==> src/aidr_params.svh <==
// Offsets, field positions and constants of the diagnostic record block
`ifndef AIDR_PARAMS_SVH
`define AIDR_PARAMS_SVH
`define AIDR_CLK_MHZ 20
`define AIDR_TICK_US 1
`define AIDR_TICK_CYC (`AIDR_CLK_MHZ * `AIDR_TICK_US)
`define AIDR_TICK_W 32
// Input area byte offsets
`define AIDR_IN_CH0 3'h0
`define AIDR_IN_CH1 3'h2
`define AIDR_IN_CH2 3'h4
`define AIDR_IN_CH3 3'h6
// Diagnostic record byte offsets
`define AIDR_DG_SUMMARY 5'h00
`define AIDR_DG_MODINFO 5'h01
`define AIDR_DG_RSVD_C 5'h02
`define AIDR_DG_INTERNAL 5'h03
`define AIDR_DG_CHKIND 5'h04
`define AIDR_DG_DIAG_BITS_PER_CHANNEL 5'h05
`define AIDR_DG_CHANNEL_COUNT 5'h06
`define AIDR_DG_GROUPS 5'h07
`define AIDR_DG_CH0 5'h08
`define AIDR_DG_CH4 5'h0c
`define AIDR_DG_TS0 5'h10
`define AIDR_DG_LEN 5'h14
// Constant field values
`define AIDR_MODCLASS 4'h5
`define AIDR_CHINFO_BIT 4
`define AIDR_CHKIND_AI 7'h71
`define AIDR_DIAG_BITS_PER_CHANNEL_VAL 8'h08
`define AIDR_CHANNEL_COUNT_VAL 8'h04
// Summary byte bits
`define AIDR_SUM_MODFAIL 0
`define AIDR_SUM_INTERR 1
`define AIDR_SUM_EXTERR 2
`define AIDR_SUM_CHANNEL_GROUP_FAULTS 3
`define AIDR_SUM_AUX 4
`define AIDR_SUM_PARAM 7
// Internal flag bits
`define AIDR_INT_BUFOVF 3
`define AIDR_INT_COMM 4
`define AIDR_INT_IRQLOST 6
// Channel detail bits
`define AIDR_CH_PARAM 0
`define AIDR_CH_IRQLOST 5
`define AIDR_CH_UNDER 6
`define AIDR_CH_OVER 7
`endif

==> src/aidr_pkg.sv <==
// Types shared by the diagnostic record block
package aidr_pkg;
    typedef struct packed {
        logic module_fail;
        logic internal_err;
        logic external_err;
        logic aux_missing;
        logic param_err;
        logic diag_buf_ovf;
        logic comm_err;
        logic irq_lost;
    } aidr_mod_ev_t;
    typedef struct packed {
        logic param_err;
        logic irq_lost;
        logic underflow;
        logic overflow;
    } aidr_ch_ev_t;
endpackage : aidr_pkg

==> src/aidr_diag_record.sv <==
// Diagnostic record and process input image of a four-channel analog input module
`timescale 1ns/1ns
`include "aidr_params.svh"
module aidr_diag_record
    import aidr_pkg::*;
#(
    parameter int TICK_CYC = `AIDR_TICK_CYC
) (
    input wire logic mclk, // 20 MHz clock
    input wire logic resetn, // Synchronous reset, active low
    input aidr_mod_ev_t mod_ev, // Module-level fault levels
    input aidr_ch_ev_t [3:0] ch_ev, // Per-channel fault levels
    input wire logic [3:0][15:0] ch_value, // Converted values
    input wire logic [2:0] in_addr, // Input area byte address
    output logic [7:0] in_rdata, // Input area byte
    input wire logic [4:0] diag_addr, // Diagnostic record byte address
    output logic [7:0] diag_rdata, // Diagnostic record byte
    input wire logic out_wr, // Output area write strobe
    input wire logic [7:0] out_wdata, // Output area data
    output logic [31:0] ticker, // Free microsecond ticker
    output logic module_fault_led, // Module error LED
    output logic [3:0] channel_fault_led // Channel error LEDs
);
    logic [15:0] value_q [4];
    logic [7:0] summary_q;
    logic [7:0] internal_q;
    logic [7:0] detail_q [4];
    logic [31:0] ticker_q;
    logic [31:0] stamp_q;
    logic [$clog2(TICK_CYC+1)-1:0] div_q;
    logic us_tick;
    logic [7:0] summary_d;
    logic [7:0] internal_d;
    logic [7:0] detail_d [4];
    logic [3:0] groups;
    logic event_rise;

    // Microsecond enable from the 20 MHz clock
    always_ff @(posedge mclk) begin
        if (!resetn || us_tick) begin
            div_q <= '0;
        end else begin
            div_q <= div_q + 1'b1;
        end
    end
    assign us_tick = (div_q == ($clog2(TICK_CYC+1))'(TICK_CYC - 1));

    // Wraps naturally through the 32-bit width
    always_ff @(posedge mclk) begin
        if (!resetn) begin
            ticker_q <= '0;
        end else if (us_tick) begin
            ticker_q <= ticker_q + 32'h1;
        end
    end
    assign ticker = ticker_q;

    genvar g;
    generate
        for (g = 0; g < 4; g++) begin : g_ch
            always_comb begin
                detail_d[g] = 8'h00;
                detail_d[g][`AIDR_CH_PARAM] = ch_ev[g].param_err;
                detail_d[g][`AIDR_CH_IRQLOST] = ch_ev[g].irq_lost;
                detail_d[g][`AIDR_CH_UNDER] = ch_ev[g].underflow;
                detail_d[g][`AIDR_CH_OVER] = ch_ev[g].overflow;
            end
            assign groups[g] = |detail_q[g];
            // Lit from the registered state so the LED matches what is read
            assign channel_fault_led[g] = detail_q[g][`AIDR_CH_UNDER] | detail_q[g][`AIDR_CH_OVER]
                | detail_q[g][`AIDR_CH_PARAM] | summary_q[`AIDR_SUM_PARAM];
            always_ff @(posedge mclk) begin
                if (!resetn) begin
                    detail_q[g] <= 8'h00;
                    value_q[g] <= 16'h0000;
                end else begin
                    detail_q[g] <= detail_d[g];
                    value_q[g] <= ch_value[g];
                end
            end

            property p_value;
                @(posedge mclk) disable iff (!resetn) 1'b1 |=> value_q[g] == $past(ch_value[g]);
            endproperty
            a_value: assert property (p_value) else $error("analog value not captured");

            property p_led_off;
                @(posedge mclk) disable iff (!resetn) !ch_ev[g].param_err && !ch_ev[g].underflow
                    && !ch_ev[g].overflow && !summary_d[`AIDR_SUM_PARAM] |=> !channel_fault_led[g];
            endproperty
            a_led_off: assert property (p_led_off) else $error("channel led lit without fault");

            property p_detail_rsvd;
                @(posedge mclk) disable iff (!resetn) detail_q[g][4:1] == 4'h0;
            endproperty
            a_detail_rsvd: assert property (p_detail_rsvd) else $error("reserved detail bits set");

            property p_group_clear;
                @(posedge mclk) disable iff (!resetn) !(|detail_d[g]) |=> !groups[g];
            endproperty
            a_group_clear: assert property (p_group_clear) else $error("group fault without detail");
        end
    endgenerate

    always_comb begin
        summary_d = 8'h00;
        summary_d[`AIDR_SUM_MODFAIL] = mod_ev.module_fail;
        summary_d[`AIDR_SUM_INTERR] = mod_ev.internal_err | mod_ev.diag_buf_ovf | mod_ev.comm_err;
        summary_d[`AIDR_SUM_EXTERR] = mod_ev.external_err | mod_ev.aux_missing;
        summary_d[`AIDR_SUM_CHANNEL_GROUP_FAULTS] = |groups;
        summary_d[`AIDR_SUM_AUX] = mod_ev.aux_missing;
        summary_d[`AIDR_SUM_PARAM] = mod_ev.param_err | ch_ev[0].param_err | ch_ev[1].param_err
            | ch_ev[2].param_err | ch_ev[3].param_err;
        internal_d = 8'h00;
        internal_d[`AIDR_INT_BUFOVF] = mod_ev.diag_buf_ovf;
        internal_d[`AIDR_INT_COMM] = mod_ev.comm_err;
        internal_d[`AIDR_INT_IRQLOST] = mod_ev.irq_lost;
    end

    always_ff @(posedge mclk) begin
        if (!resetn) begin
            summary_q <= 8'h00;
            internal_q <= 8'h00;
        end else begin
            summary_q <= summary_d;
            internal_q <= internal_d;
        end
    end

    // Stamp on a new flag becoming set; a flag clearing leaves the stamp alone.
    // Channel summary bit trails its detail bit by a cycle, so it must not restamp.
    assign event_rise = (|(summary_d & ~summary_q & ~(8'h01 << `AIDR_SUM_CHANNEL_GROUP_FAULTS))) | (|(internal_d & ~internal_q))
        | (|(detail_d[0] & ~detail_q[0])) | (|(detail_d[1] & ~detail_q[1]))
        | (|(detail_d[2] & ~detail_q[2])) | (|(detail_d[3] & ~detail_q[3]));

    always_ff @(posedge mclk) begin
        if (!resetn) begin
            stamp_q <= 32'h0;
        end else if (event_rise) begin
            stamp_q <= ticker_q;
        end
    end

    assign module_fault_led = |summary_q;

    always_comb begin
        unique case (in_addr[2:1])
            2'd0: in_rdata = in_addr[0] ? value_q[0][15:8] : value_q[0][7:0];
            2'd1: in_rdata = in_addr[0] ? value_q[1][15:8] : value_q[1][7:0];
            2'd2: in_rdata = in_addr[0] ? value_q[2][15:8] : value_q[2][7:0];
            default: in_rdata = in_addr[0] ? value_q[3][15:8] : value_q[3][7:0];
        endcase
    end

    always_comb begin
        diag_rdata = 8'h00;
        unique case (diag_addr)
            `AIDR_DG_SUMMARY: diag_rdata = summary_q;
            `AIDR_DG_MODINFO: diag_rdata = {3'b000, 1'b1, `AIDR_MODCLASS};
            `AIDR_DG_INTERNAL: diag_rdata = internal_q;
            `AIDR_DG_CHKIND: diag_rdata = {1'b0, `AIDR_CHKIND_AI};
            `AIDR_DG_DIAG_BITS_PER_CHANNEL: diag_rdata = `AIDR_DIAG_BITS_PER_CHANNEL_VAL;
            `AIDR_DG_CHANNEL_COUNT: diag_rdata = `AIDR_CHANNEL_COUNT_VAL;
            `AIDR_DG_GROUPS: diag_rdata = {4'h0, groups};
            5'h08: diag_rdata = detail_q[0];
            5'h09: diag_rdata = detail_q[1];
            5'h0a: diag_rdata = detail_q[2];
            5'h0b: diag_rdata = detail_q[3];
            5'h10: diag_rdata = stamp_q[7:0];
            5'h11: diag_rdata = stamp_q[15:8];
            5'h12: diag_rdata = stamp_q[23:16];
            5'h13: diag_rdata = stamp_q[31:24];
            // Reserved byte and channels 4 to 7 stay zero
            default: diag_rdata = 8'h00;
        endcase
    end

    // Output area: strobe and data are accepted and dropped
    logic unused_out;
    assign unused_out = out_wr & (|out_wdata);

    property p_tick_wrap;
        @(posedge mclk) disable iff (!resetn) us_tick && ticker_q == 32'hffffffff |=> ticker_q == 32'h0;
    endproperty
    a_tick_wrap: assert property (p_tick_wrap) else $error("ticker did not wrap");
    property p_tick_hold;
        @(posedge mclk) disable iff (!resetn) !us_tick |=> $stable(ticker_q);
    endproperty
    a_tick_hold: assert property (p_tick_hold) else $error("ticker moved between ticks");

    // Cycles since the ticker last moved, counted apart from the divider
    logic [31:0] ticker_seen_q;
    logic [15:0] tick_gap_q;
    always_ff @(posedge mclk) begin
        if (!resetn) begin
            ticker_seen_q <= 32'h0;
            tick_gap_q <= 16'h0000;
        end else begin
            ticker_seen_q <= ticker_q;
            tick_gap_q <= (ticker_q != ticker_seen_q) ? 16'h0001 : tick_gap_q + 16'h0001;
        end
    end

    property p_tick_rate;
        @(posedge mclk) disable iff (!resetn) ticker_q != ticker_seen_q |-> tick_gap_q == 16'(TICK_CYC);
    endproperty
    a_tick_rate: assert property (p_tick_rate) else $error("tick period wrong");
    property p_tick_gap;
        @(posedge mclk) disable iff (!resetn) ticker_q == ticker_seen_q |-> tick_gap_q < 16'(TICK_CYC);
    endproperty
    a_tick_gap: assert property (p_tick_gap) else $error("tick overdue");
    property p_tick_step;
        @(posedge mclk) disable iff (!resetn) us_tick |=> ticker_q == $past(ticker_q) + 32'h1;
    endproperty
    a_tick_step: assert property (p_tick_step) else $error("ticker step wrong");
    property p_stamp;
        @(posedge mclk) disable iff (!resetn) event_rise |=> stamp_q == $past(ticker_q);
    endproperty
    a_stamp: assert property (p_stamp) else $error("stamp not captured");
    property p_over;
        @(posedge mclk) disable iff (!resetn) ch_ev[0].overflow |=> detail_q[0][7] && channel_fault_led[0];
    endproperty
    a_over: assert property (p_over) else $error("overflow not flagged");
    property p_under;
        @(posedge mclk) disable iff (!resetn) ch_ev[2].underflow |=> detail_q[2][6] && channel_fault_led[2];
    endproperty
    a_under: assert property (p_under) else $error("underflow not flagged");
    property p_group;
        @(posedge mclk) disable iff (!resetn) ch_ev[1].irq_lost |=> groups[1] ##1 summary_q[3];
    endproperty
    a_group: assert property (p_group) else $error("group fault missing");
    property p_modinfo;
        @(posedge mclk) disable iff (!resetn) diag_addr == 5'h01 |-> diag_rdata == 8'h15;
    endproperty
    a_modinfo: assert property (p_modinfo) else $error("module info wrong");
    property p_rsvd;
        @(posedge mclk) disable iff (!resetn) diag_addr >= 5'h0c && diag_addr < 5'h10 |-> diag_rdata == 8'h00;
    endproperty
    a_rsvd: assert property (p_rsvd) else $error("reserved detail byte nonzero");
    property p_aux;
        @(posedge mclk) disable iff (!resetn) mod_ev.aux_missing |=> summary_q[4] && summary_q[2] && !summary_q[6];
    endproperty
    a_aux: assert property (p_aux) else $error("aux supply flag wrong");

    property p_modfail;
        @(posedge mclk) disable iff (!resetn) mod_ev.module_fail |=> summary_q[`AIDR_SUM_MODFAIL];
    endproperty
    a_modfail: assert property (p_modfail) else $error("module failure not flagged");
    property p_interr;
        @(posedge mclk) disable iff (!resetn) mod_ev.internal_err |=> summary_q[`AIDR_SUM_INTERR];
    endproperty
    a_interr: assert property (p_interr) else $error("internal error not flagged");
    property p_exterr;
        @(posedge mclk) disable iff (!resetn) mod_ev.external_err |=> summary_q[`AIDR_SUM_EXTERR];
    endproperty
    a_exterr: assert property (p_exterr) else $error("external error not flagged");
    property p_channel_group_faults;
        @(posedge mclk) disable iff (!resetn) |groups |=> summary_q[`AIDR_SUM_CHANNEL_GROUP_FAULTS];
    endproperty
    a_channel_group_faults: assert property (p_channel_group_faults) else $error("channel error not summarised");
    property p_sum_rsvd;
        @(posedge mclk) disable iff (!resetn) summary_q[6:5] == 2'b00;
    endproperty
    a_sum_rsvd: assert property (p_sum_rsvd) else $error("reserved summary bits set");
    property p_param;
        @(posedge mclk) disable iff (!resetn) mod_ev.param_err
            |=> summary_q[`AIDR_SUM_PARAM] && channel_fault_led == 4'hf;
    endproperty
    a_param: assert property (p_param) else $error("parameter error not flagged");

    property p_bufovf;
        @(posedge mclk) disable iff (!resetn) mod_ev.diag_buf_ovf |=> internal_q[`AIDR_INT_BUFOVF];
    endproperty
    a_bufovf: assert property (p_bufovf) else $error("buffer overflow not flagged");
    property p_comm;
        @(posedge mclk) disable iff (!resetn) mod_ev.comm_err |=> internal_q[`AIDR_INT_COMM];
    endproperty
    a_comm: assert property (p_comm) else $error("communication error not flagged");
    property p_irqlost;
        @(posedge mclk) disable iff (!resetn) mod_ev.irq_lost |=> internal_q[`AIDR_INT_IRQLOST];
    endproperty
    a_irqlost: assert property (p_irqlost) else $error("lost interrupt not flagged");
    property p_int_rsvd;
        @(posedge mclk) disable iff (!resetn) internal_q[2:0] == 3'b000 && !internal_q[5] && !internal_q[7];
    endproperty
    a_int_rsvd: assert property (p_int_rsvd) else $error("reserved internal bits set");

    property p_chkind;
        @(posedge mclk) disable iff (!resetn) diag_addr == 5'h04 |-> diag_rdata == 8'h71;
    endproperty
    a_chkind: assert property (p_chkind) else $error("channel kind wrong");
    property p_diag_bits_per_channel;
        @(posedge mclk) disable iff (!resetn) diag_addr == 5'h05 |-> diag_rdata == 8'h08;
    endproperty
    a_diag_bits_per_channel: assert property (p_diag_bits_per_channel) else $error("bits per channel wrong");
    property p_channel_count;
        @(posedge mclk) disable iff (!resetn) diag_addr == 5'h06 |-> diag_rdata == 8'h04;
    endproperty
    a_channel_count: assert property (p_channel_count) else $error("channel count wrong");
    property p_grp_rsvd;
        @(posedge mclk) disable iff (!resetn) diag_addr == 5'h07 |-> diag_rdata[7:4] == 4'h0;
    endproperty
    a_grp_rsvd: assert property (p_grp_rsvd) else $error("reserved group bits set");

    property p_ch_param;
        @(posedge mclk) disable iff (!resetn) ch_ev[3].param_err
            |=> detail_q[3][`AIDR_CH_PARAM] && summary_q[`AIDR_SUM_PARAM];
    endproperty
    a_ch_param: assert property (p_ch_param) else $error("channel parameter error not flagged");
    property p_ch_irq;
        @(posedge mclk) disable iff (!resetn) ch_ev[2].irq_lost |=> detail_q[2][`AIDR_CH_IRQLOST];
    endproperty
    a_ch_irq: assert property (p_ch_irq) else $error("channel lost interrupt not flagged");

    property p_in_lo0;
        @(posedge mclk) disable iff (!resetn) in_addr == 3'h0 |-> in_rdata == value_q[0][7:0];
    endproperty
    a_in_lo0: assert property (p_in_lo0) else $error("input byte 0 wrong");
    property p_in_hi;
        @(posedge mclk) disable iff (!resetn) in_addr == 3'h5 |-> in_rdata == value_q[2][15:8];
    endproperty
    a_in_hi: assert property (p_in_hi) else $error("input byte 5 wrong");
    property p_in_lo;
        @(posedge mclk) disable iff (!resetn) in_addr == 3'h6 |-> in_rdata == value_q[3][7:0];
    endproperty
    a_in_lo: assert property (p_in_lo) else $error("input byte 6 wrong");

    property p_stamp_hold;
        @(posedge mclk) disable iff (!resetn) !event_rise |=> $stable(stamp_q);
    endproperty
    a_stamp_hold: assert property (p_stamp_hold) else $error("stamp moved without event");
    property p_ts_low;
        @(posedge mclk) disable iff (!resetn) diag_addr == 5'h10 |-> diag_rdata == stamp_q[7:0];
    endproperty
    a_ts_low: assert property (p_ts_low) else $error("stamp low byte wrong");
    property p_ts_mid;
        @(posedge mclk) disable iff (!resetn) diag_addr == 5'h11 |-> diag_rdata == stamp_q[15:8];
    endproperty
    a_ts_mid: assert property (p_ts_mid) else $error("stamp second byte wrong");
    property p_ts_top;
        @(posedge mclk) disable iff (!resetn) diag_addr == 5'h13 |-> diag_rdata == stamp_q[31:24];
    endproperty
    a_ts_top: assert property (p_ts_top) else $error("stamp top byte wrong");
    property p_rsvd_byte;
        @(posedge mclk) disable iff (!resetn) diag_addr == 5'h02 || diag_addr >= 5'h14 |-> diag_rdata == 8'h00;
    endproperty
    a_rsvd_byte: assert property (p_rsvd_byte) else $error("reserved record byte nonzero");

    c_stamp: cover property (@(posedge mclk) disable iff (!resetn) event_rise);
    c_led: cover property (@(posedge mclk) disable iff (!resetn) channel_fault_led[3]);
    c_read_ts: cover property (@(posedge mclk) disable iff (!resetn) diag_addr == 5'h10 && stamp_q != 32'h0);
    c_out_write: cover property (@(posedge mclk) disable iff (!resetn) out_wr);
    c_led_all: cover property (@(posedge mclk) disable iff (!resetn) channel_fault_led == 4'hf);
endmodule : aidr_diag_record

==> config.mk <==
export PLATFORM = sky130hd
export DESIGN_NAME = aidr_diag_record
export DESIGN_NICKNAME = d
export VERILOG_FILES = /design/src/aidr_pkg.sv /design/src/aidr_diag_record.sv
export VERILOG_INCLUDE_DIRS = /design/src
export SDC_FILE = /design/constraint.sdc
export NUM_CORES = 1
export LEC_CHECK = 0
export BUFFER_PORTS_ARGS = -buffer_cell sky130_fd_sc_hd__clkbuf_2
export CORE_MARGIN = 8
export CORE_UTILIZATION = 35
export CTS_BUF_LIST = sky130_fd_sc_hd__clkbuf_8
export DETAILED_ROUTE_END_ITERATION = 6
export PLACE_DENSITY = 0.62
export SYNTH_ARGS = -nofsm -noshare
export SYNTH_HDL_FRONTEND = slang
export SYNTH_SLANG_ARGS = --single-unit
==> constraint.sdc <==
create_clock -name mclk -period 3.1 [get_ports mclk]
set_input_delay 0.62 -clock mclk [delete_from_list [all_inputs] [get_ports mclk]]
set_output_delay 0.62 -clock mclk [all_outputs]
set_load 0.01 [all_outputs]
* Word-level counts from Yosys, hierarchy flattened
Memory sizes are Yosys's and may differ from the RTL's. Cells that the tools add are included.
Operators by class: add/sub/neg operators 2, mux-type cells 16, bitwise logic cells 44, eq/ne operators 17, reduce and logical (&&, ||, !) cells 16
Operators with widths (number):
- $pmux W8 S15 | 1
- $reduce_or A8 Y1 | 10
- $mux W16 | 4
- $not A8 Y8 | 6
- $and A8 B8 Y8 | 5
- $add A32 B1 Y32 const B | 1
- $mux W8 | 4
- $or A1 B1 Y1 | 32
- $reduce_or A32 Y1 | 1
- $eq A5 B5 Y1 const B | 5
- $pmux W8 S3 | 1
- $eq A5 B3 Y1 const B | 4
- $eq A5 B4 Y1 const B | 4
- $mux W4 | 4
- $and A7 B8 Y8 | 1
- $reduce_or A7 Y1 | 1
- $add A5 B1 Y5 const B | 1
- $eq A5 B1 Y1 const B | 1
- $eq A5 B2 Y1 const B | 1
- $logic_not A5 Y1 | 1
- $eq A2 B1 Y1 const B | 1
- $eq A2 B2 Y1 const B | 1
- $logic_not A2 Y1 | 1
- $mux W1 | 2
- 2 further kinds | 2
Storage, ports and cells: flip-flop bits (word level) 85, RAM bits 80, output and inout bits 53, memories kept 2, bits of input ports 107, logic and storage cells 104
Memories:
- value_q | depth 4, width 16, rd ports 4, clocked after memory_dff 0, write ports 4, RTL line aidr_diag_record.sv:24 | logic [15:0] value_q [4];
- detail_q | depth 4, width 4, rd ports 4, clocked after memory_dff 0, write ports 4, RTL line aidr_diag_record.sv:27 | logic [7:0] detail_q [4];

* Longest topological paths before layout
depth in word-level cells 11, gate-level depth with buffers 8, depth with buffers taken out 6

* Worst setup path after synthesis
OpenSTA, ideal clock, no wires.
path kind input -> output, start point input port in_addr[1], end point output port in_rdata[0], data arrival time 2.146 ns, path buffers 2, stages 4, setup slack 0.334 ns, data required time 2.480 ns, path through clkbuf_1 -> buf_2 -> mux4_2 -> mux2_2
On the way: word-level cells in the longest chain between the ends 2, elaborated cells between the ends (all ways) 4, those cells by class eq/ne (2); mux (1); reduce/logical (1)
RTL lines:
- from (decl) | RTL line aidr_diag_record.sv:14 | input wire logic [2:0] in_addr,
- $eq A2 B2 Y1 (tied with other cells) | RTL line aidr_diag_record.sv:147 | unique case (in_addr[2:1])
- $pmux W8 S3 * | RTL line aidr_diag_record.sv:147
- to (decl) | RTL line aidr_diag_record.sv:15 | output logic [7:0] in_rdata,
Every way passes the cells marked *; elsewhere a longest branch is shown, timed or not.

* Worst setup path in the final report
start point input port diag_addr[0], end point output port diag_rdata[0]
On the way: word-level cells in the longest chain between the ends 2, elaborated cells between the ends (all ways) 16, those cells by class eq/ne (14); mux (1); reduce/logical (1)
RTL lines:
- from (decl) | RTL line aidr_diag_record.sv:16 | input wire logic [4:0] diag_addr,
- $eq A5 B5 Y1 (tied with other cells) | RTL line aidr_diag_record.sv:157 | unique case (diag_addr)
- $pmux W8 S15 * | RTL line aidr_diag_record.sv:157
- to (decl) | RTL line aidr_diag_record.sv:17 | output logic [7:0] diag_rdata,
Marked as above.

==> results.md <==
* Gpl congestion at roughly 0.82
* Grt total ovfl at 0
* DRT iter0 DRCs at between 300 and 400
* Post-CTS resize count at 0
* Die X-Extent at between 150 and 200 um
* Worst-path fanout max at 19
* Hold Crit Class: in2reg
* Core ar. at 18,700 sq um
* Max-slew violation count at 0
* Element type at the critical path end: output port
* Overall Global Routing Usage at 15.0%
* Remaining DRCs at 0
* DP Wirelength at ~13,000 um
* Post-route ant nets at 0
* Largest cells by area after synthesis: dfxtp_1, and2_1, mux4_2, nand2_1, mux2i_1
* Arr. time, crit path at roughly 2.1 ns
* CTS Root Cell: clkbuf_8
* Fin crit share at between 80 and 90%
* Setup violators final at 0
* P&R area growth vs syn at 21.6%
* Fin Setup TNS at 0 ns
* Top-area cell type share of the netlist area at between 40% and 50%
* Least-Margin Pin Slew at 0.553 ns
* Pwr per Cell Area at 510 nW/um^2
* Final net count at between 900 and 1k
* Initial Utilization at 35.6%
* Clock buffer depth at 2
* Initial antenna violation count at 0
* CTS tree: built
* Top_reg_cell synth: dfxtp_1
* Post-synthesis cell count at about 700
* Seq/Total Area, Yosys at 47.5%
* Yosys top cell by area: dfxtp_1
* Cell Count, Final, Fillers Out at about 1.1k
* Slew margin rel. at between 60% and 70%
* Avg Cell Area, Syn at roughly 9.5 sq um
* Worst-Skew Late Latency at around 0.44 ns
* Number of synthesized register bits at around 160
* Post-Syn Area at approximately 6700 sq um
* Vias in the first global route at 5,432
* Critical path class: in2out
* Port buffer count at 150
* Post-route minimum period at between 2 and 3 ns
* Diodes inserted at 0
* Max VDD drop at 0.000248 V
* Die H at roughly 150 um
* Leak at approximately 3.4 nW
* Drt pass-1 iters at 4
* Die area at between 20,000 and 25,000 sq um
* Fmax at roughly 370 MHz
* Crit-path slowest cell: clkbuf_2
* Drt via density at between 4 and 5
* CP peak stage delay at 0.37 ns
* Hold Buf Count CTS at 0
* Worst path cell trace: clkbuf_2 > and2_1 > nand3_1 > or2_2 > o221ai_1 > o21bai_1 > clkbuf_2
* Post-CTS Setup Bufs at 0
* Worst Skew at between 0.006 and 0.007 ns
* Max cap viols at 0
* H-tree Lvls at 4
* Pin count of the biggest net entering global routing at 56
* Cell mode on critical path: clkbuf_2
* Routed WL at between 15,000 and 20,000 um
* Synth top cells by count: dfxtp_1, nand2_1, and2_1, nor2_1, clkbuf_1
* Fin util at a little over two fifths
* Yosys cell types at 50
* Syn Nets at 813
* Share of post-route cells with drive strength above 1 at a little over a quarter
* Hold_ws at 0.372 ns
* CTS buffer count at 17
* RSZ-0062 raised after global routing: no
* Worst-path clk slew at around 0.090 ns
* Top-count cell post-synth: dfxtp_1
* Post-synth ARST share at 0%
* First-pass GRT wire length at about 28,000 um
* Status: finished, final reports clean
* Synth warn at 0
* EDFF count, synth at 0
* FP Rows at 50
* IO Pins at 160
* Via count at approximately 5.4k
* CP Data Required Time at 2.48 ns
* Per-cell routed wire length at 16.0 um
* Final Hold Fails at 0
* Dpl cells at around 1.1k
* Crit path launch type: input port
* Clock sinks at about 160
-- power breakdown --
group | internal, W | switching [W] | leakage [nW]
Sequential | 0.00209 | 0.0000319 | 1.30
Clock | 0.000890 | 0.000794 | 0.214
Combinational | 0.000167 | 0.000156 | 1.90
-- cell families after synthesis --
group                      after synthesis  synth area share (%)
adders and majority gates                2                 0.375
buffers and inverters                   61                  3.53
DFF                                    158                  47.5
xor gates and xnor gates                17                  2.23
and+or+nand+nor                        327                  25.5
AOI/OAI and AO/OA                       72                  6.55
muxes                                   67                  14.4
-- cell type report --
class | instances | area [sq um]
clock buffers | 17 | 234
repair buffers | 164 | 871
fillers | 1868 | 10600
multi-input cells | 485 | 3270
flip-flops and latches | 158 | 3160
inverters | 19 | 71.3
well taps | 234 | 293
clock inverters | 15 | 209
-- state kept, by name (all words and copies together) (netlist names) --
| register | flops |
|---|---|
| detail_q | 16 |
| div_q | 5 |
| internal_q | 3 |
| stamp_q | 32 |
| summary_q | 6 |
| ticker | 32 |
| value_q | 64 |
-- final timing paths --
path / startpoint / end / slack [ns] / cells past startpoint
min: ch_value[49] / value_q[3][1]$_SDFF_PN0_ / 0.37 / 2
max: diag_addr[0] / diag_rdata[0] / 0.39 / 7
max reg2reg: div_q[0]$_SDFF_PP0_ / ticker[29]$_SDFFE_PN0P_ / 0.65 / 6
min reg2reg: div_q[0]$_SDFF_PP0_ / div_q[0]$_SDFF_PP0_ / 0.45 / 1
-- through the flow --
stage	area [sq um]	total power, W	setup slack [ns]
3_5_place_dp	7660	0.00250	0.392
5_1_grt	8110	0.00433	0.267
2_1_floorplan	6670	0.00236	0.334
6_report	8110	0.00413	0.393
3_3_place_gp	7660	0.00250	0.401
4_1_cts	8110	0.00420	0.384
-- placed cells by master (no fill, tap or decap), types with 3 or more instances in the layout --
master,instances
or3_1,14
nand2b_1,16
a31oi_1,4
o2111ai_1,4
bufinv_16,4
nor2_1,44
clkinvlp_4,3
a22oi_1,5
nor3b_1,4
inv_1,18
or4_1,6
o21ai_1,3
and3_1,5
and4_1,3
o21ai_0,18
mux4_2,22
dfxtp_1,158
a21oi_1,24
nand3_1,17
nor4_1,11
mux2i_1,35
nor3_1,12
or2_2,3
buf_4,14
inv_6,5
nand2_1,96
and2_1,80
clkbuf_2,149
mux2_2,10
nor2b_1,3
xnor2_1,14
xor2_1,3
nand4_1,8
clkbuf_8,17
-- critical path: cells and delay by family --
kind | cells | cell delay, ns
AOI/OAI and AO/OA | 2 | 0.23
and+or+nand+nor | 3 | 0.68
buffers and inverters | 2 | 0.54
-- metal layers --
layer  track usage (%)  routed length (um)  up-vias
met5                 0                   0        -
met4              5.27                 277        0
met3              4.06                1040       21
met2              23.6                8060      147
met1              19.3                8040     2512
li1                  -                   -     2713
Note: power is estimated with default switching activity, not from simulation.
